[config.mk]
export PLATFORM = sky130hd
export DESIGN_NAME = aesdc_top
export DESIGN_NICKNAME = d
export VERILOG_FILES = /design/src/aesdc_pkg.sv /design/src/aesdc_byte_mem.sv /design/src/aesdc_top.sv
export SDC_FILE = /design/constraint.sdc
export NUM_CORES = 1
export LEC_CHECK = 0
export ABC_AREA = 1
export BUFFER_PORTS_ARGS = -buffer_cell sky130_fd_sc_hd__buf_2
export CAP_MARGIN = 15
export CELL_PAD_IN_SITES_DETAIL_PLACEMENT = 0
export CELL_PAD_IN_SITES_GLOBAL_PLACEMENT = 1
export CORE_MARGIN = 2
export CORE_UTILIZATION = 30
export CTS_CLUSTER_DIAMETER = 30
export DETAILED_ROUTE_END_ITERATION = 16
export HOLD_SLACK_MARGIN = 0.06
export PLACE_DENSITY_LB_ADDON = 0.1
export SLEW_MARGIN = 20
export SYNTH_ARGS = -nofsm -noshare
export SYNTH_HDL_FRONTEND = slang
export SYNTH_SLANG_ARGS = --single-unit
[constraint.sdc]
create_clock -name clk -period 2.1 [get_ports clk]
set_clock_uncertainty 0.2 [all_clocks]
set_input_delay 0.105 -clock clk [delete_from_list [all_inputs] [get_ports clk]]
set_output_delay 0.105 -clock clk [all_outputs]
set_load 0.02 [all_outputs]
[src/aesdc_pkg.sv]
// package of constants, types and helpers for the cipher block datapath control
// assumes a single clock domain and an external cipher core streaming bytes
// Functional notes
// [RQ1] two low bits of block config choose key length 128, 192 or 256 bits
// [RQ2] key length code 00=128, 01=192, 10=256; code 11 reserved
// [RQ3] block config bit 2 set means encrypt, cleared means decrypt
// [RQ4] setting block config bit 3 enables and starts a new operation
// [RQ5] block config bit 5 sets when a whole block result is ready
// [RQ6] datapath config bits 0 to 2 pick the input and output mux setup
// [RQ7] datapath value 0x04 routes the core key output to the result register
// [RQ8] datapath value 0x00 routes core data straight out, no xor anywhere
// [RQ9] input mux feeds block byte alone or block byte xor operand byte
// [RQ10] output picks core data, core key, or core data xor operand
// [RQ11] host interleaves input xor bytes; output xor bytes come after completion
// [RQ12] key output gives the inverse key of the chosen direction
// [RQ13] host writes block byte, optional xor byte, key byte, sixteen times
// [RQ14] sequencer requests input bytes, then output bytes after completion
// [RQ15] sequencer steps on each input byte written and each result read
// [RQ16] clearing enable returns the sequencer to its start state
// [RQ17] consecutive blocks run without disabling between them
// [RQ18] host writes sixteen filler block bytes for key inversion
// [RQ19] host alternates filler and key bytes, then the extra key bytes
// [RQ20] longer keys come out as bytes 16-23, 24-31, then 0-15
// [RQ21] every transfer is one byte; first processed byte is index zero
// [RQ22] key, block and output request streams issue in the required order
// [RQ23] host sets datapath config before starting an operation
// [RQ24] dma users rely on dma completion rather than the done flag
// [RQ25] host writes 0x00 to block config, configures, then sets enable
// [RQ26] reads after completion return result or key bytes in output order
// [RQ27] writing enable clears done; done holds until cleared or disabled
package aesdc_pkg;

  // ----------------------------------------------------------------
  // register selects
  // ----------------------------------------------------------------
  localparam logic [2:0] SEL_BLOCK_CFG = 3'h0;
  localparam logic [2:0] SEL_DATAPATH_CFG = 3'h1;
  localparam logic [2:0] SEL_BLOCK_IN = 3'h2;
  localparam logic [2:0] SEL_XOR_IN = 3'h3;
  localparam logic [2:0] SEL_KEY_IN = 3'h4;
  localparam logic [2:0] SEL_RESULT = 3'h5;

  // ----------------------------------------------------------------
  // field positions and reset values
  // ----------------------------------------------------------------
  localparam int BCFG_KSIZE_LSB = 0;
  localparam int BCFG_DIR_BIT = 2;
  localparam int BCFG_EN_BIT = 3;
  localparam int BCFG_DONE_BIT = 5;
  localparam logic [7:0] BCFG_RESET = 8'h00;
  localparam logic [2:0] DCFG_RESET = 3'h0;
  localparam logic [7:0] XOR_RESET = 8'h00;

  localparam logic [2:0] DCFG_DIRECT = 3'h0;
  localparam logic [2:0] DCFG_IN_XOR = 3'h1;
  localparam logic [2:0] DCFG_OUT_XOR = 3'h2;
  localparam logic [2:0] DCFG_KEY_OUT = 3'h4;

  localparam logic [1:0] KSZ_128 = 2'h0;
  localparam logic [1:0] KSZ_192 = 2'h1;
  localparam logic [1:0] KSZ_256 = 2'h2;

  // ----------------------------------------------------------------
  // byte counts
  // ----------------------------------------------------------------
  localparam logic [5:0] BLOCK_BYTES = 6'h10;
  localparam logic [5:0] KEY_BYTES_192 = 6'h18;
  localparam logic [5:0] KEY_BYTES_256 = 6'h20;
  localparam logic [5:0] EXT_BYTES_192 = 6'h08;

  // ----------------------------------------------------------------
  // types
  // ----------------------------------------------------------------
  typedef enum logic [1:0] {
    AESDC_IDLE = 2'b00,
    AESDC_LOAD = 2'b01,
    AESDC_RUN = 2'b10,
    AESDC_UNLOAD = 2'b11
  } aesdc_state_t;

  typedef struct packed {
    logic wr;
    logic rd;
    logic [2:0] sel;
    logic [7:0] wdata;
  } aesdc_bus_t;

  typedef struct packed {
    logic blk_valid;
    logic [7:0] blk;
    logic key_valid;
    logic [7:0] key;
    logic start;
    logic [1:0] key_size;
    logic encrypt;
  } aesdc_core_in_t;

  typedef struct packed {
    logic valid;
    logic [7:0] data;
    logic [7:0] key;
  } aesdc_core_res_t;

  typedef struct packed {
    logic key;
    logic block;
    logic out;
  } aesdc_dma_req_t;

  // ----------------------------------------------------------------
  // helpers
  // ----------------------------------------------------------------
  // reserved code 11 falls back to the short key
  function automatic logic [5:0] aesdc_key_len(input logic [1:0] ksz);
    case (ksz)
      KSZ_192: aesdc_key_len = KEY_BYTES_192;
      KSZ_256: aesdc_key_len = KEY_BYTES_256;
      default: aesdc_key_len = BLOCK_BYTES;
    endcase
  endfunction : aesdc_key_len

  // storage index of the n-th byte to leave in key output mode
  function automatic logic [4:0] aesdc_key_order(input logic [1:0] ksz, input logic [5:0] n);
    logic [5:0] idx;
    idx = n;
    case (ksz)
      KSZ_192: idx = (n < EXT_BYTES_192) ? n + BLOCK_BYTES : n - EXT_BYTES_192;
      KSZ_256: idx = (n < BLOCK_BYTES) ? n + BLOCK_BYTES : n - BLOCK_BYTES;
      default: idx = n;
    endcase
    aesdc_key_order = idx[4:0];
  endfunction : aesdc_key_order

endpackage : aesdc_pkg

[src/aesdc_byte_mem.sv]
// result byte store: one write port, one read port with registered data
// assumes addresses are in range; contents are not cleared by reset
`timescale 1ns/10ps
`default_nettype none
module aesdc_byte_mem (
  input wire logic clk,
  input wire logic rst,
  input wire logic we,
  input wire logic [4:0] waddr,
  input wire logic [7:0] wdata,
  input wire logic [4:0] raddr,
  output logic [7:0] rdata
);

  logic [7:0] mem [0:31];

  always_ff @(posedge clk) begin
    if (we) begin
      mem[waddr] <= wdata;
    end
  end

  always_ff @(posedge clk) begin
    if (rst) begin
      rdata <= 8'h00;
    end else begin
      rdata <= mem[raddr];
    end
  end

endmodule : aesdc_byte_mem
`default_nettype wire

[src/aesdc_top.sv]
// byte sequencer, configuration registers and in/out muxes around a cipher core
// assumes the core takes bytes on valid strobes and returns its result as a byte stream
`timescale 1ns/10ps
`default_nettype none
module aesdc_top (
  input wire logic clk,
  input wire logic rst,
  input wire aesdc_pkg::aesdc_bus_t bus,
  output logic [7:0] rdata,
  output aesdc_pkg::aesdc_core_in_t core_in,
  input wire aesdc_pkg::aesdc_core_res_t core_res,
  output aesdc_pkg::aesdc_dma_req_t dma_req,
  output logic done_flag
);

  // ----------------------------------------------------------------
  // declarations
  // ----------------------------------------------------------------
  aesdc_pkg::aesdc_state_t state;
  logic [1:0] key_size;
  logic encrypt;
  logic enable;
  logic done;
  logic [2:0] dcfg;
  logic [7:0] xor_reg;
  logic [5:0] blk_cnt;
  logic [5:0] key_cnt;
  logic [5:0] res_cnt;
  logic [5:0] out_cnt;
  logic xor_pend;
  logic [7:0] blk_hold;
  logic settle;
  logic blk_valid;
  logic [7:0] blk_byte;
  logic key_valid;
  logic [7:0] key_byte;
  logic start_q;
  logic [7:0] mem_q;
  logic [4:0] mem_raddr;

  logic wr_bcfg;
  logic wr_dcfg;
  logic wr_blk;
  logic wr_xor;
  logic wr_key;
  logic rd_res;
  logic next_enable;
  logic key_mode;
  logic in_xor;
  logic [5:0] klen;
  logic [5:0] out_total;
  logic take_blk;
  logic take_xor;
  logic take_key;
  logic take_out;
  logic load_full;
  logic res_last;
  logic out_last;
  logic out_ok;
  logic [7:0] out_byte;

  // ----------------------------------------------------------------
  // decode
  // ----------------------------------------------------------------
  assign wr_bcfg = bus.wr && (bus.sel == aesdc_pkg::SEL_BLOCK_CFG);
  assign wr_dcfg = bus.wr && (bus.sel == aesdc_pkg::SEL_DATAPATH_CFG);
  assign wr_blk = bus.wr && (bus.sel == aesdc_pkg::SEL_BLOCK_IN);
  assign wr_xor = bus.wr && (bus.sel == aesdc_pkg::SEL_XOR_IN);
  assign wr_key = bus.wr && (bus.sel == aesdc_pkg::SEL_KEY_IN);
  assign rd_res = bus.rd && (bus.sel == aesdc_pkg::SEL_RESULT);
  assign next_enable = wr_bcfg ? bus.wdata[aesdc_pkg::BCFG_EN_BIT] : enable;

  assign key_mode = (dcfg == aesdc_pkg::DCFG_KEY_OUT); // RQ6
  assign in_xor = (dcfg == aesdc_pkg::DCFG_IN_XOR); // RQ6
  assign klen = aesdc_pkg::aesdc_key_len(key_size); // RQ1 RQ2
  assign out_total = key_mode ? klen : aesdc_pkg::BLOCK_BYTES;

  // block byte, then optional xor byte, then key byte per position
  assign take_blk = wr_blk && (state == aesdc_pkg::AESDC_LOAD) && (blk_cnt < aesdc_pkg::BLOCK_BYTES)
                    && (key_cnt == blk_cnt) && !xor_pend; // RQ15
  assign take_xor = wr_xor && (state == aesdc_pkg::AESDC_LOAD) && xor_pend; // RQ9
  assign take_key = wr_key && (state == aesdc_pkg::AESDC_LOAD) && !xor_pend
                    && ((key_cnt < blk_cnt) || ((blk_cnt == aesdc_pkg::BLOCK_BYTES) && (key_cnt < klen))); // RQ15
  assign load_full = (state == aesdc_pkg::AESDC_LOAD) && (blk_cnt == aesdc_pkg::BLOCK_BYTES)
                     && (key_cnt == klen);
  assign res_last = (state == aesdc_pkg::AESDC_RUN) && core_res.valid && (res_cnt == out_total - 6'h01);
  assign out_ok = (state == aesdc_pkg::AESDC_UNLOAD) && !settle;
  assign take_out = rd_res && out_ok; // RQ15
  assign out_last = take_out && (out_cnt == out_total - 6'h01);

  // ----------------------------------------------------------------
  // configuration registers
  // ----------------------------------------------------------------
  always_ff @(posedge clk) begin
    if (rst) begin
      key_size <= aesdc_pkg::BCFG_RESET[1:0];
      encrypt <= aesdc_pkg::BCFG_RESET[aesdc_pkg::BCFG_DIR_BIT];
      enable <= aesdc_pkg::BCFG_RESET[aesdc_pkg::BCFG_EN_BIT];
    end else if (wr_bcfg) begin
      key_size <= bus.wdata[aesdc_pkg::BCFG_KSIZE_LSB +: 2]; // RQ1
      encrypt <= bus.wdata[aesdc_pkg::BCFG_DIR_BIT]; // RQ3
      enable <= bus.wdata[aesdc_pkg::BCFG_EN_BIT]; // RQ4
    end
  end

  // any write to block config clears done; a finishing block in the same cycle wins unless the write clears enable
  always_ff @(posedge clk) begin
    if (rst) begin
      done <= 1'b0;
    end else if (!next_enable) begin
      done <= 1'b0; // RQ27
    end else if (res_last) begin
      done <= 1'b1; // RQ5
    end else if (wr_bcfg) begin
      done <= 1'b0; // RQ27
    end
  end

  always_ff @(posedge clk) begin
    if (rst) begin
      dcfg <= aesdc_pkg::DCFG_RESET;
    end else if (wr_dcfg) begin
      dcfg <= bus.wdata[2:0]; // RQ6
    end
  end

  // the operand is kept so output xor bytes written after completion apply at read
  always_ff @(posedge clk) begin
    if (rst) begin
      xor_reg <= aesdc_pkg::XOR_RESET;
    end else if (wr_xor) begin
      xor_reg <= bus.wdata;
    end
  end

  // ----------------------------------------------------------------
  // sequencer
  // ----------------------------------------------------------------
  always_ff @(posedge clk) begin
    if (rst) begin
      state <= aesdc_pkg::AESDC_IDLE;
    end else if (!next_enable) begin
      state <= aesdc_pkg::AESDC_IDLE; // RQ16
    end else begin
      case (state)
        aesdc_pkg::AESDC_IDLE: state <= aesdc_pkg::AESDC_LOAD; // RQ4
        aesdc_pkg::AESDC_LOAD: state <= load_full ? aesdc_pkg::AESDC_RUN : aesdc_pkg::AESDC_LOAD;
        aesdc_pkg::AESDC_RUN: state <= res_last ? aesdc_pkg::AESDC_UNLOAD : aesdc_pkg::AESDC_RUN;
        aesdc_pkg::AESDC_UNLOAD: state <= out_last ? aesdc_pkg::AESDC_LOAD : aesdc_pkg::AESDC_UNLOAD; // RQ17
        default: state <= aesdc_pkg::AESDC_IDLE;
      endcase
    end
  end

  always_ff @(posedge clk) begin
    if (rst || !next_enable || load_full) begin
      blk_cnt <= 6'h00; // RQ16
    end else if (take_blk) begin
      blk_cnt <= blk_cnt + 6'h01;
    end
  end

  always_ff @(posedge clk) begin
    if (rst || !next_enable || load_full) begin
      key_cnt <= 6'h00;
    end else if (take_key) begin
      key_cnt <= key_cnt + 6'h01;
    end
  end

  // in input xor mode the block byte waits for its operand
  always_ff @(posedge clk) begin
    if (rst || !next_enable) begin
      xor_pend <= 1'b0;
      blk_hold <= 8'h00;
    end else if (take_blk && in_xor) begin
      xor_pend <= 1'b1;
      blk_hold <= bus.wdata;
    end else if (take_xor) begin
      xor_pend <= 1'b0;
    end
  end

  always_ff @(posedge clk) begin
    if (rst || !next_enable || res_last) begin
      res_cnt <= 6'h00;
    end else if ((state == aesdc_pkg::AESDC_RUN) && core_res.valid) begin
      res_cnt <= res_cnt + 6'h01;
    end
  end

  always_ff @(posedge clk) begin
    if (rst || !next_enable || out_last) begin
      out_cnt <= 6'h00;
    end else if (take_out) begin
      out_cnt <= out_cnt + 6'h01; // RQ26
    end
  end

  // memory read data lags the pointer by one cycle, so hold off after each move
  always_ff @(posedge clk) begin
    if (rst) begin
      settle <= 1'b1;
    end else begin
      settle <= take_out || (state != aesdc_pkg::AESDC_UNLOAD);
    end
  end

  // ----------------------------------------------------------------
  // core feed
  // ----------------------------------------------------------------
  always_ff @(posedge clk) begin
    if (rst) begin
      blk_valid <= 1'b0;
      blk_byte <= 8'h00;
    end else begin
      blk_valid <= (take_blk && !in_xor) || take_xor;
      if (take_xor) begin
        blk_byte <= blk_hold ^ bus.wdata; // RQ9
      end else if (take_blk && !in_xor) begin
        blk_byte <= bus.wdata; // RQ9 RQ21
      end
    end
  end

  always_ff @(posedge clk) begin
    if (rst) begin
      key_valid <= 1'b0;
      key_byte <= 8'h00;
    end else begin
      key_valid <= take_key;
      if (take_key) begin
        key_byte <= bus.wdata; // RQ21
      end
    end
  end

  always_ff @(posedge clk) begin
    if (rst) begin
      start_q <= 1'b0;
    end else begin
      start_q <= load_full && next_enable; // RQ4
    end
  end

  // the core returns the inverse key for its set direction on core_res.key
  assign core_in = '{blk_valid: blk_valid, blk: blk_byte, key_valid: key_valid, key: key_byte,
                     start: start_q, key_size: key_size, encrypt: encrypt}; // RQ3 RQ12

  // ----------------------------------------------------------------
  // result store and output mux
  // ----------------------------------------------------------------
  assign mem_raddr = key_mode ? aesdc_pkg::aesdc_key_order(key_size, out_cnt) : out_cnt[4:0]; // RQ20

  aesdc_byte_mem u_mem (
    .clk(clk),
    .rst(rst),
    .we((state == aesdc_pkg::AESDC_RUN) && core_res.valid),
    .waddr(res_cnt[4:0]),
    .wdata(key_mode ? core_res.key : core_res.data), // RQ7 RQ12
    .raddr(mem_raddr),
    .rdata(mem_q)
  );

  always_comb begin
    case (dcfg)
      aesdc_pkg::DCFG_KEY_OUT: out_byte = mem_q; // RQ7 RQ10
      aesdc_pkg::DCFG_OUT_XOR: out_byte = mem_q ^ xor_reg; // RQ10
      default: out_byte = mem_q; // RQ8
    endcase
  end

  always_ff @(posedge clk) begin
    if (rst) begin
      rdata <= 8'h00;
    end else if (bus.rd) begin
      case (bus.sel)
        aesdc_pkg::SEL_BLOCK_CFG: rdata <= {2'b00, done, 1'b0, enable, encrypt, key_size};
        aesdc_pkg::SEL_DATAPATH_CFG: rdata <= {5'b00000, dcfg};
        aesdc_pkg::SEL_RESULT: rdata <= out_ok ? out_byte : 8'h00; // RQ26
        default: rdata <= 8'h00;
      endcase
    end
  end

  // ----------------------------------------------------------------
  // dma requests: key and block interleave, output only after completion
  // ----------------------------------------------------------------
  always_comb begin
    dma_req.block = (state == aesdc_pkg::AESDC_LOAD) && (blk_cnt < aesdc_pkg::BLOCK_BYTES)
                    && (key_cnt == blk_cnt) && !xor_pend; // RQ14 RQ22
    dma_req.key = (state == aesdc_pkg::AESDC_LOAD) && !xor_pend
                  && ((key_cnt < blk_cnt) || ((blk_cnt == aesdc_pkg::BLOCK_BYTES) && (key_cnt < klen))); // RQ22
    dma_req.out = out_ok; // RQ14
  end

  assign done_flag = done;
endmodule : aesdc_top
`default_nettype wire

Word level (Yosys, flattened, before mapping). Memories as Yosys holds them, arrays and structs flattened. A register that Yosys moved wholly into a read port is not among the register bits. Cells that the tools add are included. W data, S select, Z words.

Bits in registers: 79. Bits in writable memories: 256. Input bits: 32. Output and inout bits: 34. Word-level logic and storage cells: 127. Memories kept: 1.

Add/sub/neg operators: 8. $lt $le $gt $ge: 5. Equal/unequal tests: 19. Multiplexer cells: 23. Bitwise logic cells: 3. Reduce and logical (&&, ||, !) cells: 48.

Memories: u_mem.mem (words 32, width 8, read ports 1, clocked after memory_dff 1, wr ports 1, line aesdc_byte_mem.sv:15) `logic [7:0] mem [0:31];`.

Operators with widths (number): $mux W8 (5); $logic_and A1 B1 Y1 (31); $add A6 B1 Y6 const B (4); $eq A6 B6 Y1 (4); $pmux W8 S3 (1); $xor A8 B8 Y8 (2); $mux W5 (3); $lt A6 B5 Y1 const B (2); $lt A6 B6 Y1 (2); $pmux W6 S2 (1); $pmux W5 S2 (1); $eq A3 B2 Y1 const B (3); $eq A3 B3 Y1 const B (3); $mux W1 (8); $pmux W2 S4 (1); $logic_or A1 B1 Y1 (7); $eq A2 B2 Y1 const B (3); $eq A3 B1 Y1 const B (2); $eq A6 B5 Y1 const B (1); $lt A6 B4 Y1 const B (1); $mux W6 (1); $reduce_bool A2 Y1 (3); $sub A6 B1 Y6 const B (1); $add A5 B5 Y5 const B (1); other kinds (10) (15).

Longest topological paths before layout. Gate-level depths: netlist of the first run.

Depth in word-level cells: 9. Depth in mapped cells: 12. Depth with buffers taken out: 11.

Modules after synthesis. From an unflattened synthesis of the first run, not the netlist that was laid out.

Cell total of the unflattened synthesis: 1567. Area, all modules: 15049.4 um2.

Modules (own cells, without submodules): aesdc_byte_mem (instances 1, cells an instance 931, area an instance 10680.2 um2, sequential area each 7847.5 um2); aesdc_top (instances 1, cells an instance 636, area an instance 4369.2 um2, sequential area each 1581.5 um2).

Least setup slack after synthesis of the first run. OpenSTA, ideal clock, no wires.

Kind: register to register. From: reg key_size[0]. To: reg key_valid. Setup time: 0.080 ns. Data arrival time: 1.981 ns. Required time: 1.820 ns. Slack: -0.161 ns. Cell stages (with the launch flop): 10. Path buffers: 0. Clock period less this slack: 2.261 ns. Cells stage by stage: dfxtp_1 > inv_1 > ha_1 > ha_1 > inv_1 > nor2_1 > o21ai_0 > nand3b_1 > a21oi_1 > nor3b_1.

Longest elaborated chain between the ends: 6. Elaborated cells on any way between the ends: 7. Classes of those cells: order compare (1); eq/ne (2); mux (1); reduce/logical (3).

RTL lines: start: declaration (line aesdc_top.sv:20) `logic [1:0] key_size;`; start signal: assignment (line aesdc_top.sv:96) `key_size <= aesdc_pkg::BCFG_RESET[1:0];`; start signal: assignment (line aesdc_top.sv:100) `key_size <= bus.wdata[aesdc_pkg::BCFG_KSIZE_LSB +: 2];`; $eq A2 B2 Y1 or $eq A2 B1 Y1 (tied branches) (line aesdc_pkg.sv:115) `case (ksz)`; $pmux W6 S2 * (line aesdc_pkg.sv:115); $lt A6 B6 Y1 * (line aesdc_top.sv:83) `&& ((key_cnt < blk_cnt) || ((blk_cnt == aesdc_pkg::BLOCK_BYTES) && (key_cnt < klen)));`; $logic_and A1 B1 Y1 * (line aesdc_top.sv:83); $logic_or A1 B1 Y1 * (line aesdc_top.sv:83); $logic_and A1 B1 Y1 * (line aesdc_top.sv:83); end signal: assignment (line aesdc_top.sv:231) `key_valid <= take_key;`; end: declaration (line aesdc_top.sv:35) `logic key_valid;`.

Mark *: on every way between the ends. The rest lies on a longest branch, timed or not. A chain may end at the register's enable or synchronous reset.

==> impl_results.md, run 1 <==
* Status: finished with violations
* Failing checks: setup timing
* Area leader, netlist: edfxtp_1
* Largest fanout on the critical path at 3
* Layout cells sized above 1 at 21.9%
* Die Ht at 229 µm
* Via density at 4.49
* Register-to-Register Path Depth at 15
* Power Dens Cells at 1020 nW/µm²
* CTS H-Tree Depth at 3
* Max_cap viols at 0
* Filler instances at 4943
* Vias at 11700
* Largest Register: u_mem.mem
* N_diodes at 0
* Setup violators final at 24
* Layout Utilization at 41.8%
* Leading cell type in the layout, fill and taps excluded: nand2_1
* Sequential area share after synthesis at 61.9%
* CTS Buf Count at 93
* Final Hold Viols at 0
* GP Congestion at 0.796
* GRT overflow at 0
* Area of the multi-input gates at 5150 µm²
* Clock Sinks at 343
* Number of flip-flops in the largest register at 256
* Syn nets at 1671
* Starting Density at 30.3%
* Peak VDD IR at 805 µV
* Critical path startpoint category: flip-flop
* Storage cell area at 9450 µm²
* Critical path startpoint: key_size[0]
* Clk slew on worst S/H paths at 0.04 ns
* Slew @ Worst Pin at 0.423 ns
* Die width at 229 µm
* DR pass1 iterations at 5
* Cell variety after synth at 42
* Detail Placement HPWL at 29400 µm
* WHS Path Cells at 4
* Final ANT Viol Nets at 0
* Synthesized area at 15200 µm²
* CTS Buffer Depth at 3
* Relative max-transition margin at 71.7%
* Critical Path RT at 1.79 ns
* Ports at 66
* Critical Path AT at 2.14 ns
* Setup WS post-layout at -0.349 ns
* Starting DRC count in detailed routing at 560
* Commonest non-fill, non-tap cells in the layout: 503 x nand2_1, 256 x edfxtp_1, 161 x nor2_1
* Synth Area per Inst at 9.42 µm²
* Area growth syn-to-layout at 37.7%
* RSZ-0062 raised after global routing: yes
* Leak pwr at 8.58 nW
* CTS tree: done
* Detailed-route DRC error count at 0
* Crit path capture: dma_req[2]
* Synth Register Bits at 343
* Part of the cycle the worst path needs at 117%
* Initial antenna violation count at 0
* Cells after synthesis at 1616
* Core Rows at 82
* Routed wire length at 46200 µm
* Vias in the first global route at 12100
* First-pass GRT wire length at 71100 µm
* Nets at 1920
* Area of the core at 50200 µm²
* IO buf count at 65
* Die ar. at 52600 µm²
* Reg2reg end: key_byte[7]
* F_max at 408 MHz
* Clock Tree Root: clkbuf_16
* RR Startpoint: key_size[0]
* Reg-to-reg setup timing slack at -0.28 ns
* Largest net degree at the start of global routing at 44
* Ys Warns at 0
* Slew Viols, Final at 0
* Crit end category: output port
* Final worst path period need at 2.45 ns
* Total GRT Usage at 17.9%
* Wire per inst at 17.7 µm
* Hold/Removal Path Class: input pin to flip-flop
* Synth area leaders: edfxtp_1 50%, nand2_1 12%, dfxtp_1 11%, nor2_1 4.2%, nand3_1 4.0%
* Synth top area share at 50.5%
* Clk Latency, worst-skew pair at 0.63 ns
* Crit path kind: flip-flop to output port
* Tot Pwr at 0.0213 W
cell type report:
type	count	share of cell area [%]
multi-input combinational	1056	24.6
sequential	343	45.1
clock inverter	49	2.51
clock buffer	118	12.0
tap	672	4.01
timing repair buffer	223	9.14
inverter	148	2.72
timing repair:
item                                    in CTS  in global routing
hold buffers                                32                  1
endpoints found under the setup margin      27                 69
pin swaps                                    8                  8
endpoints found under the hold margin      343                 11
buffers inserted                             9                  4
gates cloned                                 0                  2
resized for setup                           33                 38
worst max-delay path: stages (launching register included):
cell      delay, ns
dfxtp_2        0.35
inv_2          0.06
ha_4           0.17
ha_4           0.21
inv_2          0.05
nor2_1         0.03
o21ai_1        0.11
nand3b_1       0.12
buf_4          0.17
a21oi_4        0.13
buf_6          0.14
worst min path at each step:
stage,start,to,slack (ns)
after global placement,bus[11],rdata[0],0.23
after CTS,bus[11],rdata[3],0.12
final,bus[11],rdata[3],0.15
after floorplan,bus[0],blk_hold[0],0.04
after detailed placement,bus[11],rdata[3],0.22
after global routing,bus[11],rdata[3],0.16
report_power, final:
group          internal (W)  total (W)  switching (W)
registers           0.00735    0.00737      0.0000142
clock network       0.00932     0.0135        0.00413
logic              0.000168   0.000485       0.000316
through the flow:
stage	std cells	hold slack [ns]	worst slack, ns	area, µm²	TNS (ns)
after global placement	2395	0.225	-0.0636	17200	-0.677
after floorplan	1616	0.0399	0.0119	15200	0
after detailed placement	2395	0.225	-0.0885	17200	-1.19
after global routing	2609	0.157	-0.483	21000	-8.96
after CTS	2603	0.118	-0.407	20700	-4.68
final	2609	0.155	-0.349	21000	-4.24
Yosys cell counts, drive strengths merged:
library cell / n
a21o: 1
ha: 23
nor3b: 3
xnor2: 9
o211ai: 9
o22ai: 1
a211oi: 1
nand2: 512
clkbuf: 24
o21bai: 3
inv: 148
xor2: 12
or2: 1
nor2: 183
o21ai: 97
nand3: 127
buf: 46
edfxtp: 256
nand4: 4
nor3: 6
dfxtp: 87
nand3b: 2
nor4: 2
a21oi: 59
logic make-up after synthesis:
family / after synthesis / share of synthesized area, %
AND/OR/NAND/NOR: 840 / 23.1
flip-flops: 343 / 61.9
buffers and inverters: 218 / 5.86
AO/OA/AOI/OAI: 171 / 5.99
adder cells (fa/ha/maj): 23 / 1.89
XOR/XNOR: 21 / 1.21
metal layers:
layer  vias up  share of wire, %  GRT usage [%]
met5         -                 0              0
met4         0               2.5           6.47
met3        94               3.1           3.46
met2       194                49           30.5
met1      5575                45           22.6
li1       5844                 -              -
Note: power is estimated with default switching activity, not from simulation.
==> inputs of run 2 (changes only) <==
--- a/config.mk
+++ b/config.mk
@@ -20,3 +20,4 @@
 export SYNTH_ARGS = -nofsm -noshare
 export SYNTH_HDL_FRONTEND = slang
 export SYNTH_SLANG_ARGS = --single-unit
+export TNS_END_PERCENT = 10
==> run 2 against run 1 <==
Net effect: die area stayed put; the run still ends with setup timing left; worst setup slack better by 0.0020 ns; cell count is 0.19% lower; critical path depth stayed put; global-route usage hardly changed; clock-buffer cell count stayed put; largest power group unchanged; power hardly changed; non-clock buffer count is 4 lower; sequential share of layout area is 0.23 points higher.
==> impl_results.md, run 2 (synthesized netlist as in run 1, its figures left out) <==
* Status: finished with violations (unchanged)
* Failing checks: setup timing (unchanged)
* Starting Density at 30.3% (unchanged)
* Critical Path AT at 2.14 ns (about the same)
* Final Hold Viols at 0 (unchanged)
* Part of the cycle the worst path needs at 117% (about the same)
* Final ANT Viol Nets at 0 (unchanged)
* CTS Buffer Depth at 3 (unchanged)
* Starting DRC count in detailed routing at 582 (was 560)
* Peak VDD IR at 807 µV (was 805 µV)
* GR Util met2 at 30.5% (about the same)
* Leading cell type in the layout, fill and taps excluded: nand2_1 (unchanged)
* RSZ-0062 raised after global routing: yes (unchanged)
* Setup violators final at 30 (was 24)
* Total GRT Usage at 17.9% (about the same)
* IO buf count at 65 (unchanged)
* CTS tree: done (unchanged)
* Leak pwr at 8.54 nW (was 8.58 nW)
* Largest fanout on the critical path at 3 (unchanged)
* GR Util met1 at 22.6% (about the same)
* Clock Sinks at 343 (unchanged)
* Busiest metal layer after global routing: met2 (unchanged)
* Relative max-transition margin at 71.6% (was 71.7%)
* Vias in the first global route at 12100 (about the same)
* Nets at 1915 (was 1920)
* Layout cells sized above 1 at 21.4% (was 21.9%)
* Hold/Removal Path Class: input pin to flip-flop (unchanged)
* Cell area after layout at 20900 µm² (was 21000 µm²)
* Final worst path period need at 2.45 ns (about the same)
* Ports at 66 (unchanged)
* DR pass1 iterations at 5 (unchanged)
* Slew Viols, Final at 0 (unchanged)
* DP Area at 17200 µm² (unchanged)
* Area of the core at 50200 µm² (unchanged)
* Routed wire length at 45900 µm (was 46200 µm)
* Critical Path RT at 1.79 ns (about the same)
* Clk Latency, worst-skew pair at 0.62 ns (was 0.63 ns)
* Clk slew on worst S/H paths at 0.04 ns (about the same)
* Grt met3 use at 3.46% (unchanged)
* Setup WS pre-CTS at -0.0885 ns (unchanged)
* Core Rows at 82 (unchanged)
* GP Congestion at 0.796 (unchanged)
* CTS Buf Count at 93 (unchanged)
* Initial antenna violation count at 0 (unchanged)
* Crit path kind: flip-flop to output port (unchanged)
* F_max at 409 MHz (was 408 MHz)
* Wire per inst at 17.6 µm (was 17.7 µm)
* Slew @ Worst Pin at 0.424 ns (was 0.423 ns)
* CTS H-Tree Depth at 3 (unchanged)
* Filler instances at 4952 (was 4943)
* Largest net degree at the start of global routing at 44 (unchanged)
* Clock Tree Root: clkbuf_16 (unchanged)
* Post-route non-filler standard cell count at 2604 (was 2609)
* Placed cell count at 2395 (unchanged)
* Detail Placement HPWL at 29400 µm (unchanged)
* Via density at 4.47 (was 4.49)
* Setup WS post-layout at -0.347 ns (was -0.349 ns)
* Commonest non-fill, non-tap cells in the layout: 503 x nand2_1, 256 x edfxtp_1, 165 x nor2_1 (was 503 x nand2_1, 256 x edfxtp_1, 161 x nor2_1)
* Max_cap viols at 0 (unchanged)
* Die Ht at 229 µm (unchanged)
* Largest Register: u_mem.mem (unchanged)
* Power Dens Cells at 1020 nW/µm² (about the same)
* Vias at 11700 (about the same)
* N_diodes at 0 (unchanged)
* GRT overflow at 0 (unchanged)
* Die width at 229 µm (unchanged)
* Critical path startpoint category: flip-flop (unchanged)
* Number of flip-flops in the largest register at 256 (unchanged)
* First-pass GRT wire length at 71100 µm (about the same)
* Post-route setup TNS at -4.27 ns (was -4.24 ns)
* Detailed-route DRC error count at 0 (unchanged)
* Area growth syn-to-layout at 37.0% (was 37.7%)
* Die ar. at 52600 µm² (unchanged)
* Crit end category: output port (unchanged)
## run 2: changes by cell type in the layout (fill, tap and decap cells not counted), sizes merged
cell,change
clkbuf,-1
buf,-4
nand2,-1
dlymetal6s4s,+1
## run 2: repair_timing
action	4_1_cts	5_1_grt
gates cloned	0	0
setup buffers	9	0
endpoints found under the hold margin	343	2
hold buffers	32	1
endpoints found under the setup margin	27	69
resized for setup	33	24
pin swaps	7	5
## run 2: metrics by stage
step / utilization, % / total power (W) / hold WS [ns]
6_report: 41.6 / 0.0213 / 0.156
5_1_grt: 41.6 / 0.0219 / 0.157
4_1_cts: 41.3 / 0.0216 / 0.118
3_5_place_dp: 34.3 / 0.00792 / 0.225
3_3_place_gp: 34.3 / 0.00792 / 0.225
2_1_floorplan: - / 0.00765 / 0.0399
## run 2: final timing paths
path / start / to / slack (ns) / cells after the start
max: key_size[0] / dma_req[2] / -0.35 / 10
min: bus[11] / rdata[3] / 0.16 / 4
max reg2reg: key_size[0] / key_byte[7] / -0.28 / 15
min reg2reg: xor_reg[2] / xor_reg[2] / 0.25 / 2
## run 2: report_power, final
part / switching [W] / leakage, nW / internal [W] / total, W
Clock: 0.00414 / 1.48 / 0.00932 / 0.0135
Sequential: 0.0000142 / 3.01 / 0.00736 / 0.00737
Combinational: 0.000315 / 4.05 / 0.000168 / 0.000483
Total: 0.00447 / 8.54 / 0.0168 / 0.0213
## run 2: per-layer routing
layer / vias up / part of all wire [%]
li1: 5832 / -
met5: - / 0
met3: 90 / 3.3
met4: 0 / 2.6
met2: 188 / 49
met1: 5542 / 45
## run 2: layout make-up
type                    instances  area, µm²  share of cell area, %
inverters                     148        564                   2.71
flip-flops and latches        343       9450                   45.3
repair buffers                219       1870                   8.95
clock inverters                49        526                   2.52
well taps                     672        841                   4.03
multi-input cells            1055       5090                   24.4
clock buffers                 118       2510                   12.1
## run 2: critical path: stages, from the launching register on
cell and delay (ns):
dfxtp_2 0.34, inv_2 0.06, ha_4 0.17, ha_4 0.21, inv_2 0.05, nor2_1 0.03, o21ai_1 0.11, nand3b_1 0.12
buf_4 0.17, a21oi_4 0.13, buf_6 0.14
